`src/front_main_pkg.sv`:
```
package front_main_pkg;

	// ----------------------------------------
	// scratch ram layout
	// ----------------------------------------
	localparam int          RAM_WORDS  = 16;
	localparam int          WORD_W     = 16;
	localparam logic [3:0]  LOC_DELAY  = 4'h0;
	localparam logic [3:0]  LOC_COUNT  = 4'h6;
	localparam logic [3:0]  LOC_ADDR   = 4'hA;
	localparam logic [3:0]  LOC_DATA   = 4'hC;

	// ----------------------------------------
	// register indices (byte address = 4 * index)
	// ----------------------------------------
	localparam logic [5:0]  IDX_MODE   = 6'h10;
	localparam logic [5:0]  IDX_STATUS = 6'h11;

	// ----------------------------------------
	// field positions
	// ----------------------------------------
	localparam int          MODE_BIT   = 0;
	localparam int          CNT_SIGN   = 13;
	localparam int          CNT_IBIT   = 14;
	localparam int          ST_DONE    = 0;
	localparam int          ST_FRONT   = 1;
	localparam int          ST_MODE    = 2;
	localparam int          ST_BUSY    = 3;

	// ----------------------------------------
	// reset values and steps
	// ----------------------------------------
	localparam logic [15:0] RST_WORD   = 16'h0000;
	localparam logic [31:0] RST_RDATA  = 32'h0000_0000;
	localparam logic [15:0] STEP_ONE   = 16'h0001;
	localparam logic [15:0] STEP_BYTE  = 16'h0001;
	localparam logic [15:0] STEP_WORD  = 16'h0002;

	typedef enum logic [9:0] {
		ST_IDLE      = 10'b00_0000_0001,
		ST_DLY_LOAD  = 10'b00_0000_0010,
		ST_DLY_INC   = 10'b00_0000_0100,
		ST_BC_TEST   = 10'b00_0000_1000,
		ST_BC_ADD    = 10'b00_0001_0000,
		ST_ADR_FETCH = 10'b00_0010_0000,
		ST_BUS_READ  = 10'b00_0100_0000,
		ST_STORE     = 10'b00_1000_0000,
		ST_ADR_INC   = 10'b01_0000_0000,
		ST_MAIN_WAIT = 10'b10_0000_0000
	} state_type;

	typedef struct packed {
		logic        valid;
		logic [15:0] addr;
	} front_req_type;

	typedef struct packed {
		logic        ack;
		logic [15:0] data;
	} front_rsp_type;

endpackage

```
`src/front_to_main_transfer_engine.sv`:
```
// The register offsets and the APB register port were chosen for this implementation.
`timescale 1ns/10ps
`default_nettype none
// What this block does
// [RULE1] capture mode bit 00 on mode load
// [RULE2] front end loads mode before block
// [RULE3] mode bit 1 selects word mode
// [RULE4] even byte low, upper bits zero
// [RULE5] odd byte swapped into low half
// [RULE6] ram word into buffer bits 20-35
// [RULE7] word mode passes 16 bits straight
// [RULE8] byte mode address steps by one
// [RULE9] word mode address steps by two
// [RULE10] count loaded negative, counts up
// [RULE11] delay increments until bit 13 clear
// [RULE12] count bit 13 clear ends, interrupts main
// [RULE13] count interrupt bit also interrupts front
// [RULE14] nonzero count incremented, written back
// [RULE15] address loaded, front bus read issued
// [RULE16] fetched item stored in slot 12
// [RULE17] address advanced, written back to 10
// [RULE18] fetch first, then request main
// [RULE19] main reads item, releasing the cycle
// [RULE20] no null stop in this direction
// [RULE21] sixteen by sixteen ram, front only
// [RULE22] delay and address preloaded beforehand
// [RULE23] count load launches the block
module front_to_main_transfer_engine
	import front_main_pkg::*;
(
	// clock and reset
	input  wire logic                          sys_clk,
	input  wire logic                          rstn,
	// apb register port
	input  wire logic                          psel,
	input  wire logic                          penable,
	input  wire logic                          pwrite,
	input  wire logic [7:0]                    paddr,
	input  wire logic [31:0]                   pwdata,
	output logic      [31:0]                   prdata,
	output logic                               pready,
	output logic                               pslverr,
	// front-end bus master read
	output front_main_pkg::front_req_type      front_req,
	input  wire front_main_pkg::front_rsp_type front_rsp,
	// main processor side
	output logic                               main_item_req,
	input  wire logic                          main_read,
	output logic      [0:35]                   main_data,
	output logic                               main_done_irq,
	output logic                               front_done_irq
);
	import front_main_pkg::*;

	// ----------------------------------------
	// helpers
	// ----------------------------------------
	// carry stops below the interrupt bit so counting to zero keeps it
	function automatic logic [15:0] cnt_inc(input logic [15:0] w);
		logic [13:0] f;
		f = w[13:0] + 14'h0001;
		return {w[15:14], f};
	endfunction

	function automatic logic [15:0] place(input logic word, input logic odd,
		input logic [15:0] d);
		logic [15:0] r;
		r = d;
		if (!word)
			r = odd ? {8'h00, d[15:8]} : {8'h00, d[7:0]};
		return r;
	endfunction

	// ----------------------------------------
	// state
	// ----------------------------------------
	state_type   state_q;
	logic [15:0] ram_q [RAM_WORDS];
	logic [15:0] abc_q;
	logic [15:0] fetch_q;
	logic [0:35] ebuf_q;
	logic [31:0] prdata_q;
	logic        mode_q;
	logic        start_q;
	logic        done_q;
	logic        front_q;

	logic        eng_we;
	logic [3:0]  eng_idx;
	logic [15:0] eng_wd;
	logic [15:0] step;
	logic [15:0] dly_next;
	logic        term;
	logic [5:0]  idx;
	logic        ram_hit;
	logic        hit;
	logic        apb_wr;
	logic [31:0] rd_mux;

	assign step     = mode_q ? STEP_WORD : STEP_BYTE;
	assign dly_next = abc_q + STEP_ONE;
	assign term     = state_q == ST_BC_TEST && !ram_q[LOC_COUNT][CNT_SIGN];

	// ----------------------------------------
	// apb slave
	// ----------------------------------------
	assign idx     = paddr[7:2];
	assign ram_hit = idx < 6'(RAM_WORDS);
	assign hit     = ram_hit || idx == IDX_MODE || idx == IDX_STATUS;
	// ram port is shared, so a bus access waits out an engine write
	assign pready  = !eng_we;
	assign pslverr = psel && penable && !hit;
	assign apb_wr  = psel && penable && pwrite && pready && hit;
	assign prdata  = prdata_q;

	always_comb begin
		rd_mux = RST_RDATA;
		if (ram_hit)
			rd_mux = {16'h0000, ram_q[idx[3:0]]};
		else if (idx == IDX_MODE)
			rd_mux[MODE_BIT] = mode_q;
		else if (idx == IDX_STATUS) begin
			rd_mux[ST_DONE]  = done_q;
			rd_mux[ST_FRONT] = front_q;
			rd_mux[ST_MODE]  = mode_q;
			rd_mux[ST_BUSY]  = state_q != ST_IDLE;
		end
	end

	// read data sampled in setup, held through the access phase
	always_ff @(posedge sys_clk) begin
		if (!rstn)
			prdata_q <= RST_RDATA;
		else if (psel && !penable)
			prdata_q <= rd_mux;
	end

	// ----------------------------------------
	// scratch ram
	// ----------------------------------------
	always_comb begin
		eng_we  = 1'b0;
		eng_idx = LOC_COUNT;
		eng_wd  = abc_q;
		case (state_q)
			ST_BC_ADD: begin
				eng_we = 1'b1; // RULE14
			end
			ST_STORE: begin
				eng_we  = 1'b1; // RULE16
				eng_idx = LOC_DATA;
				eng_wd  = fetch_q;
			end
			ST_ADR_INC: begin
				eng_we  = 1'b1; // RULE17
				eng_idx = LOC_ADDR;
				eng_wd  = abc_q + step;
			end
			default: begin
				eng_we = 1'b0;
			end
		endcase
	end

	// only the apb port and the engine reach it
	always_ff @(posedge sys_clk) begin
		if (eng_we)
			ram_q[eng_idx] <= eng_wd; // RULE21
		else if (apb_wr && ram_hit)
			ram_q[idx[3:0]] <= pwdata[15:0];
	end

	// ----------------------------------------
	// mode and launch
	// ----------------------------------------
	always_ff @(posedge sys_clk) begin
		if (!rstn)
			mode_q <= 1'b0;
		else if (apb_wr && idx == IDX_MODE)
			mode_q <= pwdata[MODE_BIT]; // RULE1 RULE2
	end

	always_ff @(posedge sys_clk) begin
		if (!rstn)
			start_q <= 1'b0;
		else if (apb_wr && idx == {2'b00, LOC_COUNT})
			start_q <= 1'b1; // RULE23
		else if (state_q == ST_IDLE)
			start_q <= 1'b0;
	end

	// ----------------------------------------
	// done flags, write one to clear, set wins
	// ----------------------------------------
	// ending is only by count; a zero byte never stops the block
	always_ff @(posedge sys_clk) begin
		if (!rstn)
			done_q <= 1'b0;
		else if (term)
			done_q <= 1'b1; // RULE12 RULE20
		else if (apb_wr && idx == IDX_STATUS && pwdata[ST_DONE])
			done_q <= 1'b0;
	end

	always_ff @(posedge sys_clk) begin
		if (!rstn)
			front_q <= 1'b0;
		else if (term && ram_q[LOC_COUNT][CNT_IBIT])
			front_q <= 1'b1; // RULE13
		else if (apb_wr && idx == IDX_STATUS && pwdata[ST_FRONT])
			front_q <= 1'b0;
	end

	assign main_done_irq  = done_q;
	assign front_done_irq = front_q;

	// ----------------------------------------
	// control sequence
	// ----------------------------------------
	always_ff @(posedge sys_clk) begin
		if (!rstn)
			state_q <= ST_IDLE;
		else begin
			case (state_q)
				ST_IDLE: begin
					if (start_q)
						state_q <= ST_DLY_LOAD;
				end
				ST_DLY_LOAD: begin
					state_q <= ST_DLY_INC;
				end
				ST_DLY_INC: begin
					if (!dly_next[CNT_SIGN])
						state_q <= ST_BC_TEST; // RULE11
				end
				ST_BC_TEST: begin
					// count assumed loaded negative by software
					state_q <= term ? ST_IDLE : ST_BC_ADD; // RULE10 RULE12
				end
				ST_BC_ADD: begin
					state_q <= ST_ADR_FETCH;
				end
				ST_ADR_FETCH: begin
					state_q <= ST_BUS_READ;
				end
				ST_BUS_READ: begin
					if (front_rsp.ack)
						state_q <= ST_STORE;
				end
				ST_STORE: begin
					state_q <= ST_ADR_INC;
				end
				ST_ADR_INC: begin
					state_q <= ST_MAIN_WAIT; // RULE18
				end
				ST_MAIN_WAIT: begin
					if (main_read)
						state_q <= ST_DLY_LOAD; // RULE19
				end
				default: begin
					state_q <= ST_IDLE;
				end
			endcase
		end
	end

	// ----------------------------------------
	// address and count register
	// ----------------------------------------
	always_ff @(posedge sys_clk) begin
		if (!rstn)
			abc_q <= RST_WORD;
		else begin
			case (state_q)
				ST_DLY_LOAD:  abc_q <= ram_q[LOC_DELAY]; // RULE22
				ST_DLY_INC:   abc_q <= dly_next; // RULE11
				ST_BC_TEST:   abc_q <= cnt_inc(ram_q[LOC_COUNT]); // RULE14
				ST_ADR_FETCH: abc_q <= ram_q[LOC_ADDR]; // RULE15
				ST_ADR_INC:   abc_q <= abc_q + step; // RULE8 RULE9
				default:      abc_q <= abc_q;
			endcase
		end
	end

	// ----------------------------------------
	// front bus fetch and placement
	// ----------------------------------------
	assign front_req.valid = state_q == ST_BUS_READ; // RULE15
	assign front_req.addr  = abc_q;

	always_ff @(posedge sys_clk) begin
		if (!rstn)
			fetch_q <= RST_WORD;
		else if (state_q == ST_BUS_READ && front_rsp.ack)
			fetch_q <= place(mode_q, abc_q[0], front_rsp.data); // RULE3 RULE4 RULE5 RULE7
	end

	// ----------------------------------------
	// transfer buffer toward main
	// ----------------------------------------
	// slot 12 was written one cycle earlier, in the store step
	always_ff @(posedge sys_clk) begin
		if (!rstn)
			ebuf_q <= '0;
		else if (state_q == ST_ADR_INC)
			ebuf_q[20:35] <= ram_q[LOC_DATA]; // RULE6 RULE7
	end

	assign main_data     = ebuf_q;
	assign main_item_req = state_q == ST_MAIN_WAIT; // RULE18
endmodule
`default_nettype wire

```
`config.mk`:
```
export PLATFORM = sky130hd
export DESIGN_NAME = front_to_main_transfer_engine
export DESIGN_NICKNAME = d
export VERILOG_FILES = /design/src/front_main_pkg.sv /design/src/front_to_main_transfer_engine.sv
export SDC_FILE = /design/constraint.sdc
export NUM_CORES = 1
export LEC_CHECK = 0
export BUFFER_PORTS_ARGS = -buffer_cell sky130_fd_sc_hd__buf_2
export CORE_ASPECT_RATIO = 0.5
export CORE_MARGIN = 1
export CORE_UTILIZATION = 50
export CTS_CLUSTER_DIAMETER = 30
export DETAILED_ROUTE_END_ITERATION = 12
export GPL_TIMING_DRIVEN = 0
export PLACE_DENSITY_LB_ADDON = 0.3
export SYNTH_ARGS = -nofsm -noshare
export SYNTH_HDL_FRONTEND = slang
export SYNTH_SLANG_ARGS = --single-unit
```
`constraint.sdc`:
```
create_clock -name sys_clk -period 11.8 [get_ports sys_clk]
set_input_delay 2.95 -clock sys_clk [delete_from_list [all_inputs] [get_ports sys_clk]]
set_output_delay 2.95 -clock sys_clk [all_outputs]
set_load 0.05 [all_outputs]
```
# Word-level counts from Yosys, hierarchy flattened
# Memories as Yosys holds them, arrays and structs flattened. A register that Yosys moved wholly into a read port is not among the register bits.
# Index checks and enable logic that the tools add are counted.
# word_totals
register_bits	78
ram_bits	256
input_bits	63
output_inout_bits	90
wordCells	92
n_memories	1
# op_classes
add_sub_neg	3
n_lt_le_gt_ge	1
n_eq_ne	18
mux	32
n_reduce_logical	29
# memory_table
name	words	word_bits	read_ports	rd_clocked_by_memory_dff	write_ports	line_no	text
ram_q	16	16	5	1	1	front_to_main_transfer_engine.sv:78	logic [15:0] ram_q [RAM_WORDS];
# ops
operator	n
$pmux 10 s10	1
$pmux 16 s5	1
$mux 10	4
$mux 16	2
$pmux 16 s2	1
$add 16x1->16 const B	1
$add 16x2->16	1
$reduce_or 16->1	1
$logic_and 1x1->1	15
$add 14x1->14 const B	1
$mux 1	14
$eq 6x5->1 const B	2
$mux 12	1
$mux 4	3
$eq 10x1->1 const B	1
$eq 10x10->1 const B	1
$eq 10x2->1 const B	1
$eq 10x3->1 const B	1
$eq 10x4->1 const B	1
$eq 10x5->1 const B	1
$eq 10x6->1 const B	1
$eq 10x7->1 const B	1
$eq 10x8->1 const B	1
$eq 10x9->1 const B	1
16 further kinds	25

# Logic depth before layout (Yosys ltp)
# depth
ltp_word	12
ltp_mapped	11
mapped_depth_nobuf	10

# Least setup slack after synthesis
# No wires, ideal clock.
# synth_path
kind	in2out
startpoint	input port paddr[2]
endpoint	output port pslverr
t_arrival_ns	5.169
required_ns	8.850
setup_slack_ns	3.681
cell_stages	5
path_buffers	2
cell_sequence	buf_2 > buf_2 > nor2b_1 > and3_1 > nor4_1
# synth_via
elab_chain_cells	5
elab_cells_between_ends	7
classes_between	order compare (1); eq/ne (2); reduce/logical (4)
# synth_rtl
element	line_no	text
from (decl)	front_to_main_transfer_engine.sv:38	input wire logic [7:0] paddr,
$lt 6x5->1 / $eq 6x5->1 (equally long branches)	front_to_main_transfer_engine.sv:108, front_to_main_transfer_engine.sv:109	
$logic_or 1x1->1	front_to_main_transfer_engine.sv:109	assign hit = ram_hit || idx == IDX_MODE || idx == IDX_STATUS;
$logic_or 1x1->1 (*)	front_to_main_transfer_engine.sv:109	
$logic_not 1->1 (*)	front_to_main_transfer_engine.sv:112	assign pslverr = psel && penable && !hit;
$logic_and 1x1->1 (*)	front_to_main_transfer_engine.sv:112	
to (decl)	front_to_main_transfer_engine.sv:42	output logic pslverr,
# Mark *: on every way between the ends. The rest lies on a longest branch, timed or not.

# Worst setup path in the final report
# layout_path
startpoint	input port paddr[3]
endpoint	output port pslverr
# Same word-level chain as after synthesis.

==> flow_summary.yaml <==
logic_synthesis:
  ys_ff_latch: 334
  syn_avg_cell_area_um2: 13.7
  postSynth.asyncResetShare_pct: 0
  syn_area_um2: 15100
  ys_types: 77
  ys.flop_type: "edfxtp_1"
  synth-seq-area-share_pct: 61.2
  synth_edf_count: 256
  yosys_warnings: 0
  synthCells: 1105
routing:
  dr_wl_met3_um: 6740
  drc_errors: 0
  avgRoutedWirePerCell_um: 27.1
  viasPerCell: 6.31
  ant_nets: 0
  wirelength_met1_um: 18900
  drtIter0Drc: 1710
  top_layer_used: "met4"
  wl_um: 46500
  drtPass1Iterations: 7
  met2_length_um: 19700
  vias: 10853
critical_path:
  arrival_ns: 4.44
  worstRegToRegCells: 10
  worstSetupPathType: "in -> out"
  endpoint_kind: "output pin"
  crit_chain: "buf_2, buf_2, clkbuf_1, nor3b_1, nor4_1, buf_2"
  crit_buf_inv: 4
  r2r-end: "ram_q[10][12]"
  crit_path_max_fanout: 10
  crit_required_ns: 8.85
  rr_startpoint: "mode_q"
  cpMaxStageDelayCell: "clkbuf_1"
  regToRegSetupSlack_ns: 7.84
  cpMostUsedCell: "buf_2"
  start_kind: "input port"
  critical-path-max-stage-delay_ns: 0.44
  crit_family: "buffers and inverters"
pwr:
  leakage_nw: 6.31
  p_total_w: 0.00267
  power_frac_clock_pct: 47.0
  ir_drop_uv: 94.3
  p_per_area_nw_per_um2: 149
  swShare_pct: 24.1
  p_sw_w: 0.000643
  p_seq_share_pct: 47.2
  comb_power_share_pct: 5.8
  internal-power_w: 0.00203
sta:
  setup_tns_ns: 0
  min_period_ns: 7.39
  hold_viol_final: 0
  fmax_mhz: 135
  finalCritPeriodShare_pct: 62.6
  setup-violations-final: 0
  max_slew_margin_pct: 13.1
  tightest_slew_ns: 1.30
  fin_skew_ns: 0.0276
  final_max_slew_viol_count: 0
  rsz0062_at_grt: "false"
layout:
  syn2layout_area_growth_pct: 18.4
  diodes: 0
  finalInstanceArea_um2: 17900
  drive_gt1_share_pct: 29.4
  layout.nets: 1364
clocking:
  cts-root-buf: "clkbuf_16"
  cts_setup_buffers: 0
  insertion_delay_ns: 0.56
  cts_resized: 0
  htreeDepth: 2
  clock_path_buffers: 3
  cts_buffers: 41
  clkSlewWorstSetupHoldPaths_ns: 0.06
  cts_tree: "done"
  clock_sinks: 334
  postCtsHoldBufs: 0
outcome:
  status: "finished, final reports clean"
placement:
  place_area_um2: 16500
  port_buffers: 95
  gp_congestion: 0.974
  dp.final_hpwl_um: 33700
global_routing:
  grt_start_max_net_pins: 17
  grt_pass1_wl_um: 67000
  grt_pass1_vias: 10045
  antenna_found_initial: 0
  grt_overflow: 0
  grt_usage_pct: 30.3
hold_path:
  hp-class: "reg -> reg"
  worstHoldPathCells: 2
  min_to: "main_data[32]"
  min_from: "main_data[32]"
floorplan:
  initial_core_util_pct: 51.5
  core_area_um2: 29300
  die_h_um: 125
  die_w_um: 248
  io_pins: 153
  std_cell_rows: 44
  die_area_um2: 31000
job:
  cap_violations: 0
-- power by group through the flow --
stage          sequential [W]  clock (W)  combinational, W
3_3_place_gp          0.00129          0          0.000147
6_report              0.00126    0.00125          0.000154
5_1_grt               0.00126    0.00131          0.000162
2_1_floorplan         0.00129          0          0.000104
3_5_place_dp          0.00129          0          0.000150
4_1_cts               0.00126    0.00126          0.000152
-- per-layer routing --
| metal | global-route usage, % | up-vias |
|---|---|---|
| li1 | - | 4586 |
| met1 | 46.4 | 5426 |
| met3 | 8.40 | 74 |
| met5 | 0 | - |
| met4 | 8.84 | 0 |
| met2 | 42.1 | 767 |
-- synth_stat cells (all sizes together), types with 24 or more instances --
cell type	instances	area (um2)
nand3	24	120
mux4	79	1780
nand2	106	405
inv	29	109
nor3	32	183
a21oi	47	235
nor2	89	344
clkbuf	24	91.3
o21ai	42	210
buf	81	517
dfxtp	78	1560
edfxtp	256	7690
-- placed cells by master (no fill, tap or decap), types with 9 or more instances in the layout --
cell	n
clkbuf_1	27
nand3_1	24
buf_4	45
nand4_1	12
edfxtp_1	256
nor2_1	80
nor3_1	25
mux2i_1	14
buf_1	9
inv_1	28
dfxtp_1	78
conb_1	36
a21oi_1	42
xor2_1	15
a211oi_1	9
buf_2	124
buf_6	10
a221oi_1	16
o21ai_0	42
clkbuf_16	42
mux4_2	79
nand2_1	103
xnor2_1	17
nor4_1	10
-- worst min-delay path, stage by stage (launching register included) --
cell and delay [ns]:
dfxtp_1 0.30, nand2_1 0.05, a21oi_1 0.05
-- area by class of cell --
class                   instances  area [um2]
inverters                      29         109
clock inverters                29         293
well taps                     391         489
repair buffers                113         678
multi-input cells             672        5400
flip-flops and latches        334        9250
fillers                      2236       11500
clock buffers                  46        1070
plain buffers                 105         608
-- registers in the layout, indices dropped and copies added (netlist names), 10 cells and up --
signal	cells
abc_q	16
fetch_q	16
main_data	16
prdata	16
ram_q	256
state_q	10
-- worst max path at each step --
stage | startpoint | to | cells after the start
floorplan | paddr[2] | pslverr | 5
global placement | penable | ram_q[12][10] | 6
detailed placement | paddr[3] | pslverr | 6
CTS | paddr[3] | pslverr | 6
global route | paddr[3] | pslverr | 6
finish | paddr[3] | pslverr | 6
-- cells by family (layout without fill, tap and decap cells) --
group	after synthesis	in the layout	synth area share, %
xor+xnor	32	32	1.85
simple gates	327	327	11.0
fa+ha+maj	5	5	0.464
mux	96	96	12.9
buf+inv	134	322	4.74
other cells	1	36	0.0248
flops	334	334	61.2
compound gates	176	176	7.79
-- stage by stage --
| step | hold WS (ns) | setup slack, ns | util (%) | cells |
|---|---|---|---|---|
| 2_1_floorplan | 0.429 | 3.68 | - | 1140 |
| 3_3_place_gp | 0.431 | 3.54 | 55.2 | 1626 |
| 3_5_place_dp | 0.438 | 4.47 | 56.1 | 1643 |
| 4_1_cts | 0.452 | 4.46 | 60.8 | 1718 |
| 5_1_grt | 0.480 | 4.33 | 61.0 | 1719 |
| 6_report | 0.453 | 4.41 | 61.0 | 1719 |
(Power assumes the default switching activity.)
